[src/acs_params.svh]
// Offsets, field positions, reset values and counts of the regeneration/status block
`ifndef ACS_PARAMS_SVH
`define ACS_PARAMS_SVH

// Register offsets
`define ACS_OFS_TOL        8'h10
`define ACS_OFS_CS0        8'h36
`define ACS_OFS_CS1        8'h37
`define ACS_OFS_CS2        8'h38
`define ACS_OFS_CS3        8'h39
`define ACS_OFS_CS4        8'h3a
`define ACS_OFS_BUF0       8'h5b
`define ACS_OFS_BUF1       8'h5c
`define ACS_OFS_BUF2       8'h5d
`define ACS_OFS_BUF3       8'h5e
`define ACS_OFS_BUF4       8'h5f
`define ACS_OFS_RAW        8'h65
`define ACS_OFS_CHG        8'h7e
`define ACS_OFS_CLR        8'h7f
`define ACS_OFS_CTL        8'h80
`define ACS_OFS_IRQ        8'h81

// Field positions
`define ACS_RAW_SEEN_BIT   1
`define ACS_RAW_VALID_BIT  7
`define ACS_CHG_N_BIT      3
`define ACS_CHG_CTO_BIT    4
`define ACS_CTL_MASK_A_BIT 0
`define ACS_CTL_MASK_B_BIT 1
`define ACS_CTL_IRQ_EN_BIT 2
`define ACS_CTL_MUTE_BIT   5

// Reset values
`define ACS_TOL_RST        6'h25
`define ACS_CTL_RST        8'h00

// Counts
`define ACS_CS_BITS        6'h28
`define ACS_CS_IDLE        6'h3f
`define ACS_CS_CHAN0       3'h0

`endif

[src/acs_pkg.sv]
// Types shared by the regeneration/status block
package acs_pkg;

    // Regeneration tracker state
    typedef struct packed {
        logic [19:0] div_q;       // Last accepted N
        logic [19:0] cyc_q;       // Last accepted CTS
        logic        seen_q;      // Packet seen since link reset
        logic        div_chg_q;   // Sticky N change
        logic        over_q;      // Sticky CTS over tolerance
        logic        over_irq_q;  // Latched interrupt status
    } acs_trk_type;

    // Channel status collector state
    typedef struct packed {
        logic [39:0] sh_q;        // Bits being gathered
        logic [39:0] hold_q;      // Last complete 40 bits
        logic [5:0]  idx_q;       // Next bit position, idle code when waiting
        logic        valid_q;     // Complete block held
    } acs_col_type;

    // Register file state
    typedef struct packed {
        logic [5:0]  tol_q;       // CTS tolerance
        logic [7:0]  ctl_q;       // Masks and enables
        logic [39:0] buf_q;       // Snapshot of CTS and N
        logic [7:0]  rdata_q;     // Read data
        logic        rvalid_q;    // Read data strobe
    } acs_reg_type;

endpackage : acs_pkg

[src/acs_track.sv]
// Regeneration packet tracker: stores N and CTS and raises change flags
`timescale 1ns/1ps
`include "acs_params.svh"

module acs_track
    import acs_pkg::*;
(
    input  wire logic        mclk,          // Core clock
    input  wire logic        nrst,          // Async reset, active low
    input  wire logic        link_rst,      // Link reset condition
    input  wire logic        pkt_stb,       // Regeneration packet accepted
    input  wire logic [19:0] pkt_div,       // N from packet
    input  wire logic [19:0] pkt_cyc,       // CTS from packet
    input  wire logic [5:0]  tol,           // CTS tolerance in LSBs
    input  wire logic        irq_en,        // Latch interrupt status
    input  wire logic        div_clr,       // Clear N change flag
    input  wire logic        over_clr,      // Clear CTS flags
    output logic      [19:0] div_val,       // Stored N
    output logic      [19:0] cyc_val,       // Stored CTS
    output logic             seen,          // Packet seen
    output logic             div_chg,       // Sticky N change
    output logic             over,          // Sticky CTS over tolerance
    output logic             over_irq       // Latched interrupt status
);

    acs_trk_type s_q;                       // Registered state
    acs_trk_type s_d;                       // Next state
    logic [19:0] diff;                      // Magnitude of CTS step
    logic        div_ev;                    // N differs this packet
    logic        over_ev;                   // CTS step above tolerance

    // Compare against stored values before they are replaced
    always_comb begin
        diff    = (pkt_cyc >= s_q.cyc_q) ? pkt_cyc - s_q.cyc_q : s_q.cyc_q - pkt_cyc;
        div_ev  = pkt_stb && s_q.seen_q && (pkt_div != s_q.div_q);
        over_ev = pkt_stb && s_q.seen_q && (diff > {14'h0000, tol});
        s_d = s_q;
        // Set wins over clear so no event is lost
        if (div_clr) begin
            s_d.div_chg_q = 1'b0;
        end
        if (over_clr) begin
            s_d.over_q     = 1'b0;
            s_d.over_irq_q = 1'b0;
        end
        if (div_ev) begin
            s_d.div_chg_q = 1'b1;
        end
        if (over_ev) begin
            s_d.over_q = 1'b1;
            if (irq_en) begin
                s_d.over_irq_q = 1'b1;
            end
        end
        if (pkt_stb) begin
            s_d.div_q  = pkt_div;
            s_d.cyc_q  = pkt_cyc;
            s_d.seen_q = 1'b1;
        end else if (link_rst) begin
            s_d.seen_q = 1'b0;
        end
    end

    // State register
    always_ff @(posedge mclk or negedge nrst) begin
        if (!nrst) begin
            s_q <= '0;
        end else begin
            s_q <= s_d;
        end
    end

    assign div_val  = s_q.div_q;
    assign cyc_val  = s_q.cyc_q;
    assign seen     = s_q.seen_q;
    assign div_chg  = s_q.div_chg_q;
    assign over     = s_q.over_q;
    assign over_irq = s_q.over_irq_q;

endmodule : acs_track

[src/acs_collect.sv]
// Channel status collector: gathers the first 40 bits of channel 0 per block
`timescale 1ns/1ps
`include "acs_params.svh"

module acs_collect
    import acs_pkg::*;
(
    input  wire logic        mclk,          // Core clock
    input  wire logic        nrst,          // Async reset, active low
    input  wire logic        link_rst,      // Link reset condition
    input  wire logic        bit_stb,       // Channel status bit present
    input  wire logic        bit_val,       // Channel status bit value
    input  wire logic [2:0]  bit_chan,      // Audio channel of the bit
    input  wire logic        blk_start,     // Bit is the first of a block
    output logic      [39:0] cs_data,       // Last complete 40 bits
    output logic             cs_valid       // Complete block held
);

    acs_col_type s_q;                       // Registered state
    acs_col_type s_d;                       // Next state
    logic        take;                      // Bit belongs to channel 0

    // Collect bits, restart on each block start
    always_comb begin
        take = bit_stb && (bit_chan == `ACS_CS_CHAN0);
        s_d  = s_q;
        if (take && blk_start) begin
            s_d.sh_q    = {39'h0, bit_val};
            s_d.idx_q   = 6'h01;
        end else if (take && (s_q.idx_q < `ACS_CS_BITS)) begin
            s_d.sh_q[s_q.idx_q] = bit_val;
            s_d.idx_q = s_q.idx_q + 6'h01;
        end
        // Bits after the fortieth are ignored until the next block
        if (take && (s_q.idx_q == `ACS_CS_BITS - 6'h01) && !blk_start) begin
            s_d.hold_q  = s_d.sh_q;
            s_d.valid_q = 1'b1;
            s_d.idx_q   = `ACS_CS_IDLE;
        end
        if (link_rst) begin
            s_d.valid_q = 1'b0;
            s_d.idx_q   = `ACS_CS_IDLE;
        end
    end

    // State register
    always_ff @(posedge mclk or negedge nrst) begin
        if (!nrst) begin
            s_q       <= '0;
            s_q.idx_q <= `ACS_CS_IDLE;
        end else begin
            s_q <= s_d;
        end
    end

    assign cs_data  = s_q.hold_q;
    assign cs_valid = s_q.valid_q;

endmodule : acs_collect

[src/acs_top.sv]
// Audio clock regeneration readback and channel status register block
//
// How it works
// Reading 0x5B snapshots N and CTS
// Block read returns one coherent snapshot
// N readback, zero until first packet
// CTS readback over three bytes from 0x5B
// Packet-seen bit, cleared by link reset
// Sticky N-changed bit, cleared by software
// Sticky CTS-over-tolerance bit, software cleared
// Six-bit writable tolerance, reset 100101
// Tolerance drives mute, status and interrupt
// Channel status taken from channel 0
// Valid after 40 bits correctly collected
// Valid bit drives two masked interrupts
// Byte 0 bits 0-2 at fixed positions
// Emphasis and mode fields reported
// Category code byte, resets zero
// Source low nibble, channel high nibble
// Sampling frequency field codes reported
// Clock accuracy field codes reported
// Compare with stored values, then update
`timescale 1ns/1ps
`include "acs_params.svh"

module acs_top
    import acs_pkg::*;
(
    input  wire logic        mclk,          // Core clock, 25 MHz
    input  wire logic        nrst,          // Async reset, active low
    input  wire logic        link_rst,      // Link reset condition, active high
    input  wire logic        pkt_stb,       // Regeneration packet accepted
    input  wire logic [19:0] pkt_div,       // N of that packet
    input  wire logic [19:0] pkt_cyc,       // CTS of that packet
    input  wire logic        cs_bit_stb,    // Channel status bit present
    input  wire logic        cs_bit,        // Channel status bit value
    input  wire logic [2:0]  cs_chan,       // Audio channel of the bit
    input  wire logic        cs_blk_start,  // First bit of a block
    input  wire logic [7:0]  reg_addr,      // Register offset
    input  wire logic        reg_wr,        // Write strobe
    input  wire logic [7:0]  reg_wdata,     // Write data
    input  wire logic        reg_rd,        // Read strobe
    output logic      [7:0]  reg_rdata,     // Read data
    output logic             reg_rvalid,    // Read data strobe
    output logic             int_a,         // Interrupt output A
    output logic             int_b,         // Interrupt output B
    output logic             mute_on_cycle_count_jump, // Mute request
    output logic             cs_fs_reserved,  // Sampling code reserved
    output logic             cs_acc_reserved  // Accuracy code reserved
);

    // Local state and wires
    acs_reg_type s_q;                       // Registered state
    acs_reg_type s_d;                       // Next state
    logic [19:0] div_val;                   // Stored N
    logic [19:0] cyc_val;                   // Stored CTS
    logic        regen_packet_seen;         // Packet seen flag
    logic        div_chg;                   // Sticky N change
    logic        cycle_count_over_tolerance;       // Sticky CTS flag
    logic        cycle_count_over_tolerance_irq;   // Latched irq status
    logic        regen_divider_changed_clear;      // N flag clear pulse
    logic        cycle_count_over_tolerance_clear; // CTS flag clear pulse
    logic [39:0] cs_data;                   // Collected channel status
    logic        cs_valid;                  // Channel status valid
    logic        chan_status_valid_mask_a;  // Mask for output A
    logic        chan_status_valid_mask_b;  // Mask for output B
    logic [39:0] snap;                      // Value captured on a snapshot
    logic        wr_clr;                    // Write to clear register

    // Decode helpers

    // Address match, used by the read and write paths
    function automatic logic hit(input logic [7:0] a, input logic [7:0] ofs);
        hit = (a == ofs);
    endfunction : hit

    // Pack CTS and N in readback order, CTS first
    function automatic logic [39:0] pack_pair(input logic [19:0] cyc,
                                              input logic [19:0] dv);
        pack_pair = {cyc, dv};
    endfunction : pack_pair

    // Defined sampling frequency codes
    function automatic logic fs_known(input logic [3:0] c);
        unique case (c)
            4'h0, 4'h2, 4'h3, 4'h8,
            4'h9, 4'ha, 4'hc, 4'he: fs_known = 1'b1;
            default:                fs_known = 1'b0;
        endcase
    endfunction : fs_known

    // Defined clock accuracy codes
    function automatic logic acc_known(input logic [1:0] c);
        acc_known = (c != 2'h3);
    endfunction : acc_known

    // Regeneration packet tracker
    acs_track u_track (
        .mclk     (mclk),
        .nrst     (nrst),
        .link_rst (link_rst),
        .pkt_stb  (pkt_stb),
        .pkt_div  (pkt_div),
        .pkt_cyc  (pkt_cyc),
        .tol      (s_q.tol_q),
        .irq_en   (s_q.ctl_q[`ACS_CTL_IRQ_EN_BIT]),
        .div_clr  (regen_divider_changed_clear),
        .over_clr (cycle_count_over_tolerance_clear),
        .div_val  (div_val),
        .cyc_val  (cyc_val),
        .seen     (regen_packet_seen),
        .div_chg  (div_chg),
        .over     (cycle_count_over_tolerance),
        .over_irq (cycle_count_over_tolerance_irq)
    );

    // Channel status collector
    acs_collect u_collect (
        .mclk      (mclk),
        .nrst      (nrst),
        .link_rst  (link_rst),
        .bit_stb   (cs_bit_stb),
        .bit_val   (cs_bit),
        .bit_chan  (cs_chan),
        .blk_start (cs_blk_start),
        .cs_data   (cs_data),
        .cs_valid  (cs_valid)
    );

    // Write side clear pulses

    // Clears are write-one pulses; the tracker lets a same-cycle event win
    always_comb begin
        wr_clr = reg_wr && hit(reg_addr, `ACS_OFS_CLR);
        regen_divider_changed_clear      = wr_clr && reg_wdata[`ACS_CHG_N_BIT];
        cycle_count_over_tolerance_clear = wr_clr && reg_wdata[`ACS_CHG_CTO_BIT];
    end

    // Register file next state
    always_comb begin
        s_d  = s_q;
        snap = pack_pair(cyc_val, div_val);
        s_d.rvalid_q = reg_rd;

        // Writable registers
        if (reg_wr && hit(reg_addr, `ACS_OFS_TOL)) begin
            s_d.tol_q = reg_wdata[5:0];
        end
        if (reg_wr && hit(reg_addr, `ACS_OFS_CTL)) begin
            s_d.ctl_q = reg_wdata;
        end

        // Snapshot only on the first byte, so a block read that walks
        // 0x5B..0x5F sees one pair even if a packet lands meanwhile
        if (reg_rd && hit(reg_addr, `ACS_OFS_BUF0)) begin
            s_d.buf_q = snap;
        end

        // Read data; unmapped offsets and reserved bits read zero, except at 0x80, which reads back all 8 written bits
        if (reg_rd) begin
            unique case (reg_addr)
                `ACS_OFS_TOL: begin
                    s_d.rdata_q = {2'h0, s_q.tol_q};
                end
                `ACS_OFS_CS0: begin
                    s_d.rdata_q = cs_data[7:0];
                end
                `ACS_OFS_CS1: begin
                    s_d.rdata_q = cs_data[15:8];
                end
                `ACS_OFS_CS2: begin
                    s_d.rdata_q = cs_data[23:16];
                end
                `ACS_OFS_CS3: begin
                    s_d.rdata_q = cs_data[31:24];
                end
                `ACS_OFS_CS4: begin
                    s_d.rdata_q = cs_data[39:32];
                end
                `ACS_OFS_BUF0: begin
                    s_d.rdata_q = snap[39:32];
                end
                `ACS_OFS_BUF1: begin
                    s_d.rdata_q = s_q.buf_q[31:24];
                end
                `ACS_OFS_BUF2: begin
                    s_d.rdata_q = s_q.buf_q[23:16];
                end
                `ACS_OFS_BUF3: begin
                    s_d.rdata_q = s_q.buf_q[15:8];
                end
                `ACS_OFS_BUF4: begin
                    s_d.rdata_q = s_q.buf_q[7:0];
                end
                `ACS_OFS_RAW: begin
                    s_d.rdata_q = 8'h00;
                    s_d.rdata_q[`ACS_RAW_SEEN_BIT]  = regen_packet_seen;
                    s_d.rdata_q[`ACS_RAW_VALID_BIT] = cs_valid;
                end
                `ACS_OFS_CHG: begin
                    s_d.rdata_q = 8'h00;
                    s_d.rdata_q[`ACS_CHG_N_BIT]   = div_chg;
                    s_d.rdata_q[`ACS_CHG_CTO_BIT] = cycle_count_over_tolerance;
                end
                `ACS_OFS_CTL: begin
                    s_d.rdata_q = s_q.ctl_q;
                end
                `ACS_OFS_IRQ: begin
                    s_d.rdata_q = 8'h00;
                    s_d.rdata_q[`ACS_CHG_CTO_BIT] = cycle_count_over_tolerance_irq;
                end
                default: begin
                    s_d.rdata_q = 8'h00;
                end
            endcase
        end
    end

    // Register file state
    always_ff @(posedge mclk or negedge nrst) begin
        if (!nrst) begin
            s_q       <= '0;
            s_q.tol_q <= `ACS_TOL_RST;
            s_q.ctl_q <= `ACS_CTL_RST;
        end else begin
            s_q <= s_d;
        end
    end

    // Outputs

    // Masks for the two interrupt outputs
    assign chan_status_valid_mask_a = s_q.ctl_q[`ACS_CTL_MASK_A_BIT];
    assign chan_status_valid_mask_b = s_q.ctl_q[`ACS_CTL_MASK_B_BIT];

    // Level outputs follow the valid flag, so they drop with link reset
    assign int_a = cs_valid && chan_status_valid_mask_a;
    assign int_b = cs_valid && chan_status_valid_mask_b;

    // Mute uses the same tolerance compare as the status bit
    assign mute_on_cycle_count_jump = cycle_count_over_tolerance &&
                                      s_q.ctl_q[`ACS_CTL_MUTE_BIT];

    // Reserved-code flags for the decoded byte 3 fields
    assign cs_fs_reserved  = !fs_known(cs_data[27:24]);
    assign cs_acc_reserved = !acc_known(cs_data[29:28]);

    assign reg_rdata  = s_q.rdata_q;
    assign reg_rvalid = s_q.rvalid_q;

endmodule : acs_top

[config.mk]
export PLATFORM = sky130hd
export DESIGN_NAME = acs_top
export DESIGN_NICKNAME = d
export VERILOG_FILES = /design/src/acs_pkg.sv /design/src/acs_track.sv /design/src/acs_collect.sv /design/src/acs_top.sv
export VERILOG_INCLUDE_DIRS = /design/src
export SDC_FILE = /design/constraint.sdc
export NUM_CORES = 1
export LEC_CHECK = 0
export BUFFER_PORTS_ARGS = -buffer_cell sky130_fd_sc_hd__buf_2
export CAP_MARGIN = 20
export CELL_PAD_IN_SITES_DETAIL_PLACEMENT = 2
export CELL_PAD_IN_SITES_GLOBAL_PLACEMENT = 2
export CORE_MARGIN = 2
export CORE_UTILIZATION = 35
export CTS_CLUSTER_SIZE = 24
export DETAILED_ROUTE_END_ITERATION = 7
export PLACE_DENSITY = 0.85
export SYNTH_ARGS = -nofsm -noshare
export SYNTH_HDL_FRONTEND = slang
export SYNTH_SLANG_ARGS = --single-unit
[constraint.sdc]
create_clock -name mclk -period 4.1 [get_ports mclk]
set_clock_uncertainty 0.15 [all_clocks]
set_input_delay 0.82 -clock mclk [delete_from_list [all_inputs] [get_ports mclk]]
set_output_delay 0.82 -clock mclk [all_outputs]
set_load 0.1 [all_outputs]
### Yosys cells after proc, flatten, opt, wreduce, memory -nomap -nowiden

Memory sizes are Yosys's and may differ from the RTL's.
Index checks and enable logic that the tools add are counted.

* output and inout port bits: 14
* word-level logic and storage cells: 88
* register bits after elaboration: 186
* memories: 1
* memory bits (read-only): 16

* order comparisons: 5
* add/subtract/negate cells: 3
* multiplexer cells: 18
* reduce and logical (&&, ||, !) cells: 27
* equal/unequal tests: 19

Memories
* (name not given): words 16, width 1, rd ports 1, clocked after Yosys merged registers in 0, write ports 0, RTL line acs_top.sv:85 `unique case (c)`

Operators by type and width (count)
* $pmux 8 s15: 1
* $mux 40: 2
* $eq 8x7->1 const B: 8
* $bwmux 40: 1
* $eq 8x6->1 const B: 5
* $sub 20x20->20: 2
* $ge 20x20->1: 1
* $gt 20x6->1: 1
* $mux 20: 1
* $ne 20x20->1: 1
* $logic_and 1x1->1: 18
* $eq 8x8->1 const B: 2
* $mux 7: 2
* $mux 6: 2
* $eq 8x5->1 const B: 1
* $reduce_bool 2->1: 4
* $lt 6x7->1 const B: 1
* $add 6x1->6 const B: 1
* $demux 1 s6: 1
* $eq 6x6->1 const B: 1
* $ge 6x1->1 const B: 1
* $lt 6x6->1 const B: 1
* $mux 1: 6
* $mux 2: 2
* 4 further kinds: 6

### Longest topological paths before layout

Gate-level depths: netlist of run 1.

* depth after elaboration: 7
* mapped depth: 20

### Modules after synthesis

Synthesis of run 1 repeated with hierarchy kept, for this count alone.

* cell total of the unflattened synthesis: 1251
* area, all modules: 12015.3 sq um

Modules (own cells, without submodules)
* acs_collect: cells each 453, times used 1, area each 4434.3 sq um
* acs_track: cells each 508, times used 1, area each 4226.6 sq um
* acs_top: cells each 290, times used 1, area each 3354.5 sq um

### Least setup slack after synthesis of run 1

No wires, ideal clock.

* path kind: input port to flip-flop
* start point: in pkt_cyc[13]
* end point: reg u_track.s_q (netlist bit u_track.over_irq)
* path slack: -0.455 ns
* stages on the path: 19
* required time: 3.822 ns
* library setup time: 0.128 ns
* data arrival time: 4.277 ns
* path buffers: 2
* path through: inv_1 > ha_1 > buf_2 > and3_1 > and2_1 > a211oi_2 > a31o_1 > buf_6 > mux2_2 > ha_1 > nor2b_1 > o21a_1 > o21a_1 > o21ai_0 > a21oi_1 > a211oi_1 > o21ai_0 > a2111oi_4 > o211ai_2

RTL lines
* start: declaration: RTL line acs_top.sv:34 `input wire logic [19:0] pkt_cyc,`
* end signal: assignment: RTL line acs_track.sv:67 `s_q <= '0;`
* end signal: assignment: RTL line acs_track.sv:69 `s_q <= s_d;`
* end: declaration: RTL line acs_track.sv:26 `acs_trk_type s_q;`

==> Implementation_results.wiki, run 1 <==
{| class="wikitable"
! Metric !! Value
|-
| Total routed wirelength || 46,800 um
|-
| Worst R2R Start || u_track.cyc_val[1]
|-
| Sequential power share || 0.413
|-
| Fraction of synthesized area in multiplexers || 0.130
|-
| Maximum resistive drop on vdd || 200 uV
|-
| Count of flip-flops with a built-in enable after synthesis || 0
|-
| Worst-path fanout max || 5
|-
| Synthesized-area fraction occupied by xor and xnor cells || 0.0350
|-
| Outcome || complete, but fails checks
|-
| Height of the die || ~180 um
|-
| Post-layout utilization of the core || 0.428
|-
| Achievable frequency || between 200 and 250 MHz
|-
| Number of I/O port buffers || 81
|-
| Worst path cell trace || buf_2 > inv_1 > ha_4 > buf_4 > nand4_1 > nor4_2 > buf_4 > a211oi_4 > a31o_4 > mux2i_1 > xnor2_1 > ha_1 > o21a_1 > o21a_1 > o21ai_2 > a21oi_2 > a211oi_2 > o21ai_2 > a2111oi_4 > o211ai_2
|-
| Reg-to-reg setup timing slack || -0.22 ns
|-
| Number of nets still failing antenna checks after routing || 0
|-
| Switching power total || ~0.0016 W
|-
| Dominant register cell in the synthesized netlist || dfrtp_1
|-
| Slowest stage cell on the critical path || ha_1
|-
| Internal power contribution || approximately 0.0032 W
|-
| Total routing resource utilization after global routing || 0.272
|-
| Clock input transition at the sequential cells of the worst setup and hold paths || 0.08 ns
|-
| Setup TNS after final layout || -0.444 ns
|-
| Max-cap viol count || 0
|-
| Total count of max-transition violations in the final report || 0
|-
| Worst Hold Class || in2async
|-
| Maximum buffer depth of the clock tree || 2
|-
| Core Region || approximately 31,000 um2
|-
| Share of total power consumed by net switching || 0.337
|-
| FFs w/ async S/R, synth || 1.00
|-
| Largest family of logic cells by synthesized area || compound AO/OA/AOI/OAI gates
|-
| Final hold viol count || 0
|-
| Synthesized instance count || between 1,000 and 1,500
|-
| Pin count of the biggest net entering global routing || 86
|-
| Worst skew pair latency || 0.47 ns
|-
| Summed instance area of the synthesized netlist || between 10,000 and 15,000 um2
|-
| Total number of vias || roughly 9,900
|-
| End of the worst register-to-register path || u_track.over_irq
|-
| I/O pin count || roughly 80
|-
| Drc violations || 0
|-
| Violated checks || setup timing
|-
| Final worst setup slack || -0.244 ns
|-
| Critical Path Sink Type || flip-flop
|-
| First-pass detailed-route iteration total || 5
|-
| Highest-count cells in the layout ignoring fill and taps || 175 x dfrtp_1, 125 x nand2_1, 95 x buf_4
|-
| Unrepaired setup endpoints after global routing || true
|-
| Hold slack final || between 0.2 and 0.3 ns
|-
| Register bit count reported by yosys || between 150 and 200
|-
| Routed wire length per instance || 28.0 um
|-
| Synth warnings || 0
|-
| TritonCTS Buffers || 17
|-
| Arrival time of data at the critical path endpoint || about 4.5 ns
|-
| CTS H-tree depth || 4
|-
| Transition time at the pin with the least slew margin || between 0.9 and 1 ns
|-
| Fraction of layout instances using a drive strength above 1 || 0.275
|-
| R2r worst-path depth || 17
|-
| Power share of the combinational group || 0.253
|-
| Compound-Gate Fraction of Synth Area || 0.160
|-
| Total clock sinks || between 150 and 200
|-
| CTS Hold Bufs || 0
|-
| Largest stage delay on the critical path || 0.33 ns
|-
| Total congestion overflow after global routing || 0
|-
| Number of global-route vias before repair || roughly 11,000
|-
| Antenna violations before repair || 7
|-
| Number of unique standard cell types used by synthesis || 79
|-
| Number of DRC markers after the initial detailed-route iteration || around 850
|-
| Share of the cycle needed by the critical path after routing || 1.06
|-
| Root Buffer || clkbuf_16
|-
| Critical Path Start Type || input pin
|-
| Area share of fa/ha/maj cells after synthesis || 0.0559
|-
| Routability Congestion || roughly 0.86
|-
| Mean cell area of the mapped netlist || approximately 9.7 um2
|-
| Initial core utilization || 0.358
|-
| Post-route total power || ~0.0048 W
|-
| Leakage component of the power || 6.07 nW
|-
| Die X-Extent || around 180 um
|-
| Max transition margin || 0.348
|-
| Total power per unit cell area || between 300 and 400 nW/um2
|-
| Number of placement rows || 64
|-
| Net total in the final layout || around 1,400
|-
| Portion of the post-synthesis area used by sequential elements || 0.424
|-
| Post-Synthesis Net Count || approximately 1,200
|-
| Detailed Place HPWL || around 30,000 um
|-
| Final min period || 4.34 ns
|-
| Wire length of the first global-routing pass || between 60,000 and 70,000 um
|-
| Data required time of the worst path || roughly 4.3 ns
|-
| Area Growth Syn to Fin || 19.4%
|-
| Setup-violating endpoint count in the final report || 2
|-
| Floorplan die area || about 33,000 um2
|-
| Vias per inst || just under 6
|-
| Clock tree from TritonCTS || yes
|-
| Clock power share || 0.335
|-
| Most common cell after layout, fill and taps aside || dfrtp_1
|-
| Startpoint-to-endpoint class of the critical path || in2reg
|-
| Worst slack after detailed placement || -0.557 ns
|-
| Simple-gate share of the synthesized area || 0.140
|}
-- worst max-delay path, delay by kind of cell --
kind | cells | cell delay (ns)
muxes | 1 | 0.28
buffers and inverters | 4 | 0.54
adders and majority gates | 2 | 0.56
AOI/OAI and AO/OA | 10 | 1.92
xor gates and xnor gates | 1 | 0.22
and+or+nand+nor | 2 | 0.16
-- timing repair --
item                       in CTS  in global routing
setup endpoints to repair       2                  2
hold endpoints to repair        0                  0
setup buffers                   1                  5
gates resized for setup        19                 19
pin swaps                       7                 16
-- power groups by stage --
stage	registers (W)	logic, W	clock network, W
5_1_grt	0.00200	0.00130	0.00169
4_1_cts	0.00199	0.00111	0.00161
6_report	0.00200	0.00122	0.00162
3_5_place_dp	0.00202	0.00103	0
3_3_place_gp	0.00201	0.000980	0
2_1_floorplan	0.00198	0.000628	0
-- flip-flops by register name, indices dropped and copies added, names as in the netlist --
signal                    flops
chan_status_valid_mask_a      1
u_track.cyc_val              20
chan_status_valid_mask_b      1
u_track.div_val              20
u_track.over_irq              1
reg_rdata                     8
u_track.div_chg               1
u_collect.cs_data            40
u_collect.cs_valid            1
u_track.seen                  1
reg_rvalid                    1
u_collect.s_q                46
u_track.over                  1
s_q                          44
-- final cells by class --
cell class / instances / area, um2
multi-input combinational: 804 / 5980
clock inverter: 11 / 90.1
timing repair buffer: 179 / 1190
fill: 3246 / 17600
clock buffer: 20 / 447
sequential: 186 / 4670
tap: 396 / 495
inverter: 66 / 273
antenna: 5 / 12.5
-- worst max-delay path by stage --
stage | start | end | slack, ns | cells past startpoint
final | pkt_cyc[5] | u_track.over_irq | -0.24 | 20
after global routing | u_track.cyc_val[1] | u_track.over_irq | -0.31 | 17
after CTS | pkt_cyc[0] | u_track.over_irq | -0.13 | 21
after detailed placement | pkt_cyc[15] | u_track.over | -0.56 | 18
after global placement | pkt_cyc[15] | u_track.over_irq | -0.33 | 18
after floorplan | pkt_cyc[11] | u_track.over_irq | -0.13 | 18
-- per-layer routing --
layer,vias up,GRT usage,part of all wire
li1,4238,-,-
met1,5074,0.331,0.41
met2,428,0.465,0.48
met3,146,0.0610,0.060
met4,4,0.112,0.047
met5,-,0,0.00051
-- kinds of logic after synthesis --
logic type | after synthesis
AOI/OAI and AO/OA | 259
xor gates and xnor gates | 44
adders and majority gates | 48
buffers and inverters | 141
DFF | 186
muxes | 128
and+or+nand+nor | 325
-- synthesized netlist by cell type, types with 7 or more instances --
cell / n / area share
nand2b_1: 7 / 0.0040
o21ai_0: 62 / 0.028
xnor2_1: 22 / 0.017
a31oi_1: 7 / 0.0040
buf_4: 9 / 0.0061
o22ai_1: 9 / 0.0051
nor3_1: 8 / 0.0036
and3_1: 9 / 0.0051
inv_1: 66 / 0.022
mux2_2: 73 / 0.075
xor2_1: 22 / 0.017
nand4_1: 12 / 0.0068
o31ai_1: 41 / 0.028
a21o_1: 11 / 0.0075
nor2b_1: 9 / 0.0051
a21oi_1: 50 / 0.023
a22oi_1: 7 / 0.0048
ha_1: 46 / 0.052
nor2_1: 87 / 0.030
dfstp_2: 9 / 0.021
clkbuf_1: 48 / 0.016
nand3_1: 16 / 0.0073
mux2i_1: 49 / 0.045
a211oi_1: 8 / 0.0055
dfrtp_1: 177 / 0.40
o21bai_1: 7 / 0.0048
and2_1: 14 / 0.0080
nand2_1: 126 / 0.043
buf_2: 10 / 0.0045
-- metrics by stage --
stage               cell area, um2  instances
floorplan                    11100       1131
global placement             12400       1625
detailed placement           12400       1625
CTS                          13000       1657
global route                 13100       1664
finish                       13200       1667
No activity file was read; power rests on OpenSTA's default activity.
==> run 2, diff against run 1 <==
--- a/config.mk
+++ b/config.mk
@@ -6,15 +6,16 @@
 export SDC_FILE = /design/constraint.sdc
 export NUM_CORES = 1
 export LEC_CHECK = 0
+export ABC_AREA = 1
 export BUFFER_PORTS_ARGS = -buffer_cell sky130_fd_sc_hd__buf_2
 export CAP_MARGIN = 20
 export CELL_PAD_IN_SITES_DETAIL_PLACEMENT = 2
 export CELL_PAD_IN_SITES_GLOBAL_PLACEMENT = 2
 export CORE_MARGIN = 2
-export CORE_UTILIZATION = 35
+export CORE_UTILIZATION = 32
 export CTS_CLUSTER_SIZE = 24
 export DETAILED_ROUTE_END_ITERATION = 7
-export PLACE_DENSITY = 0.85
+export PLACE_DENSITY = 0.86
 export SYNTH_ARGS = -nofsm -noshare
 export SYNTH_HDL_FRONTEND = slang
 export SYNTH_SLANG_ARGS = --single-unit
==> Implementation_results.wiki, run 2 <==
{| class="wikitable"
! Metric !! Value
|-
| Outcome || finished, final reports clean
|-
| Most numerous cell in the Yosys netlist || nand2_1
|-
| Post-Synthesis Net Count || 1,709
|-
| Reg with most FFs || u_collect.s_q
|-
| CTS H-tree depth || 4
|-
| FFs w/ async S/R, synth || 1.00
|-
| Net total in the final layout || 1,800
|-
| Simple-gate share of the synthesized area || 0.271
|-
| Largest stage delay on the critical path || ~0.42 ns
|-
| Leakage component of the power || slightly above 7 nW
|-
| Dominant register cell in the synthesized netlist || dfrtp_1
|-
| Area Growth Syn to Fin || 14.9%
|-
| Routability Congestion || 0.930
|-
| Count of flip-flops with a built-in enable after synthesis || 0
|-
| Post-synth top area cell || dfrtp_1
|-
| CP most frequent cell || nand2_1
|-
| Number of global-route vias before repair || roughly 13,000
|-
| Routed wire length per instance || roughly 22 um
|-
| Critical Path Sink Type || flip-flop
|-
| Wire length of the first global-routing pass || roughly 75,000 um
|-
| Number of DRC markers after the initial detailed-route iteration || about 630
|-
| CTS Hold Bufs || 0
|-
| Reg-to-reg setup timing slack || ~0.43 ns
|-
| Achievable frequency || 264 MHz
|-
| TritonCTS Buffers || 17
|-
| Worst skew pair latency || approximately 0.48 ns
|-
| Final hold viol count || 0
|-
| Initial core utilization || 0.324
|-
| Detailed Place HPWL || approximately 35,000 um
|-
| Buf+Inv Stages, Crit Path || 4
|-
| Register bit count reported by yosys || around 190
|-
| Slowest stage cell on the critical path || fa_1
|-
| Transition time at the pin with the least slew margin || 0.784 ns
|-
| Max-cap viol count || 0
|-
| Summed instance area of the synthesized netlist || 11,500 um2
|-
| Height of the die || 193 um
|-
| Largest family of logic cells by synthesized area || simple AND/OR/NAND/NOR gates
|-
| Root Buffer || clkbuf_16
|-
| Drc violations || 0
|-
| Arrival time of data at the critical path endpoint || roughly 4.0 ns
|-
| Startpoint-to-endpoint class of the critical path || in2reg
|-
| Number of I/O port buffers || between 80 and 90
|-
| Number of nets still failing antenna checks after routing || 0
|-
| Worst-path fanout max || 8
|-
| Cells taking the most area after synthesis || dfrtp_1 39%, nand2_1 17%, inv_1 8.7%
|-
| Unrepaired setup endpoints after global routing || false
|-
| Clock tree from TritonCTS || yes
|-
| Fraction of post-synthesis cell area in the top cell type by area || 0.386
|-
| Share of the cycle needed by the critical path after routing || 0.924
|-
| Number of placement rows || between 60 and 70
|-
| End of the worst register-to-register path || u_track.over_irq
|-
| Worst Hold Class || in2async
|-
| Maximum buffer depth of the clock tree || 2
|-
| Maximum resistive drop on vdd || 331 uV
|-
| Antenna violations before repair || 0
|-
| Core Region || 35,500 um2
|-
| Synth warnings || 0
|-
| Register area || roughly 4700 um2
|-
| Number of unique standard cell types used by synthesis || 47
|-
| Total count of max-transition violations in the final report || 0
|-
| Worst R2R Start || u_track.cyc_val[0]
|-
| Vias per inst || about 5.2
|-
| Setup-violating endpoint count in the final report || 0
|-
| Pin count of the biggest net entering global routing || 87
|-
| Synthesized-area fraction occupied by xor and xnor cells || 0.0183
|-
| Placed cells || 2,126
|-
| Worst slack after detailed placement || -0.0826 ns
|-
| Synthesized instance count || ~1,600
|-
| First-pass detailed-route iteration total || 5
|-
| Total routed wirelength || about 47,000 um
|-
| Multi-input logic area || approximately 5500 um2
|-
| Filler cell count || 4,171
|-
| Floorplan die area || about 37,000 um2
|-
| Area share of fa/ha/maj cells after synthesis || 0.0536
|-
| Critical path's top delay family || simple AND/OR/NAND/NOR gates
|-
| Most common cell after layout, fill and taps aside || nand2_1
|-
| Diodes inserted || 0
|-
| Compound-Gate Fraction of Synth Area || 0.139
|-
| Setup repair bufs after CTS || 0
|-
| Total number of vias || between 10,000 and 15,000
|-
| R2r worst-path depth || 23
|-
| Fraction of layout instances using a drive strength above 1 || 0.115
|-
| Highest-count cells in the layout ignoring fill and taps || 518 x nand2_1, 265 x inv_1, 177 x dfrtp_1
|-
| Mean cell area of the mapped netlist || a little over 7 um2
|-
| Total of cells resized after clock tree synthesis || 0
|-
| Portion of the post-synthesis area used by sequential elements || 0.406
|-
| Die X-Extent || just under 200 um
|-
| Max transition margin || 0.477
|-
| I/O pin count || between 80 and 90
|-
| Data required time of the worst path || approximately 4.3 ns
|-
| Fraction of synthesized area in multiplexers || 0.00185
|-
| Total routing resource utilization after global routing || 0.257
|-
| Number of flip-flops under the largest register name || between 40 and 50
|-
| Total congestion overflow after global routing || 0
|-
| Post-layout utilization of the core || 0.372
|-
| Number of standard cells in the final layout excluding fillers || 2,158
|-
| Final worst setup slack || 0.313 ns
|-
| Most common library cells after synthesis || 519 x nand2_1, 265 x inv_1, 177 x dfrtp_1, 131 x o21ai_0, 82 x nor2_1
|-
| Final min period || roughly 3.8 ns
|-
| Clock input transition at the sequential cells of the worst setup and hold paths || around 0.1 ns
|-
| Total clock sinks || about 190
|-
| Critical Path Start Type || input pin
|-
| Total power per unit cell area || about 390 nW/um2
|}
## run 2: cell types whose count changed after synthesis, sizes merged, moves of 10 or more
cell / previous run / this run
o21ai: 63 / 131
nor3: 8 / 18
nand2: 127 / 531
xnor2: 22 / 12
o31ai: 41 / 0
mux2i: 49 / 1
nand4: 13 / 24
xor2: 22 / 12
inv: 66 / 270
clkbuf: 48 / 31
mux2: 74 / 1
o211ai: 7 / 25
and2: 15 / 1
nand3: 16 / 77
## run 2: routing by layer
metal,GRT usage,routed length (um)
met5,0,0
met4,0.0888,1310
met3,0.0380,1400
met2,0.465,24300
met1,0.310,20100
## run 2: metrics by stage
| stage | total power, W | area (um2) | TNS (ns) | hold WS [ns] |
|---|---|---|---|---|
| 3_3_place_gp | 0.00322 | 12600 | 0 | 0.313 |
| 5_1_grt | 0.00540 | 13200 | 0 | 0.230 |
| 3_5_place_dp | 0.00330 | 12600 | -0.150 | 0.321 |
| 2_1_floorplan | 0.00282 | 11500 | 0 | 0.299 |
| 4_1_cts | 0.00517 | 13200 | 0 | 0.218 |
| 6_report | 0.00513 | 13200 | 0 | 0.199 |
## run 2: worst max-delay path by stage
stage                    start                to  slack [ns]  cells past startpoint
finish              pkt_cyc[0]  u_track.over_irq        0.31                     25
global route        pkt_cyc[0]  u_track.over_irq        0.02                     25
CTS                 pkt_cyc[0]  u_track.over_irq        0.32                     25
detailed placement  pkt_cyc[0]  u_track.over_irq       -0.08                     25
global placement    pkt_cyc[0]  u_track.over_irq        0.14                     25
floorplan           pkt_cyc[0]  u_track.over_irq        0.34                     25
## run 2: final cells by class
class / count / share of cell area
Inverter: 272 / 0.0774
Timing Repair Buffer: 124 / 0.0568
Tap cell: 461 / 0.0437
Multi-Input combinational cell: 1083 / 0.421
Sequential cell: 186 / 0.354
Clock buffer: 17 / 0.0322
Clock inverter: 15 / 0.0156
## run 2: power breakdown
group	internal, W	switching, W
clock network	0.000851	0.000980
logic	0.000393	0.000841
registers	0.00198	0.0000868
total	0.00322	0.00191
## run 2: logic make-up (layout without fill, tap and decap cells)
logic type      count (synthesis)  in the layout
compound gates                264            264
simple gates                  745            745
mux                             2              2
flops                         186            186
buf+inv                       324            428
fa+ha+maj                      48             48
xor+xnor                       24             24
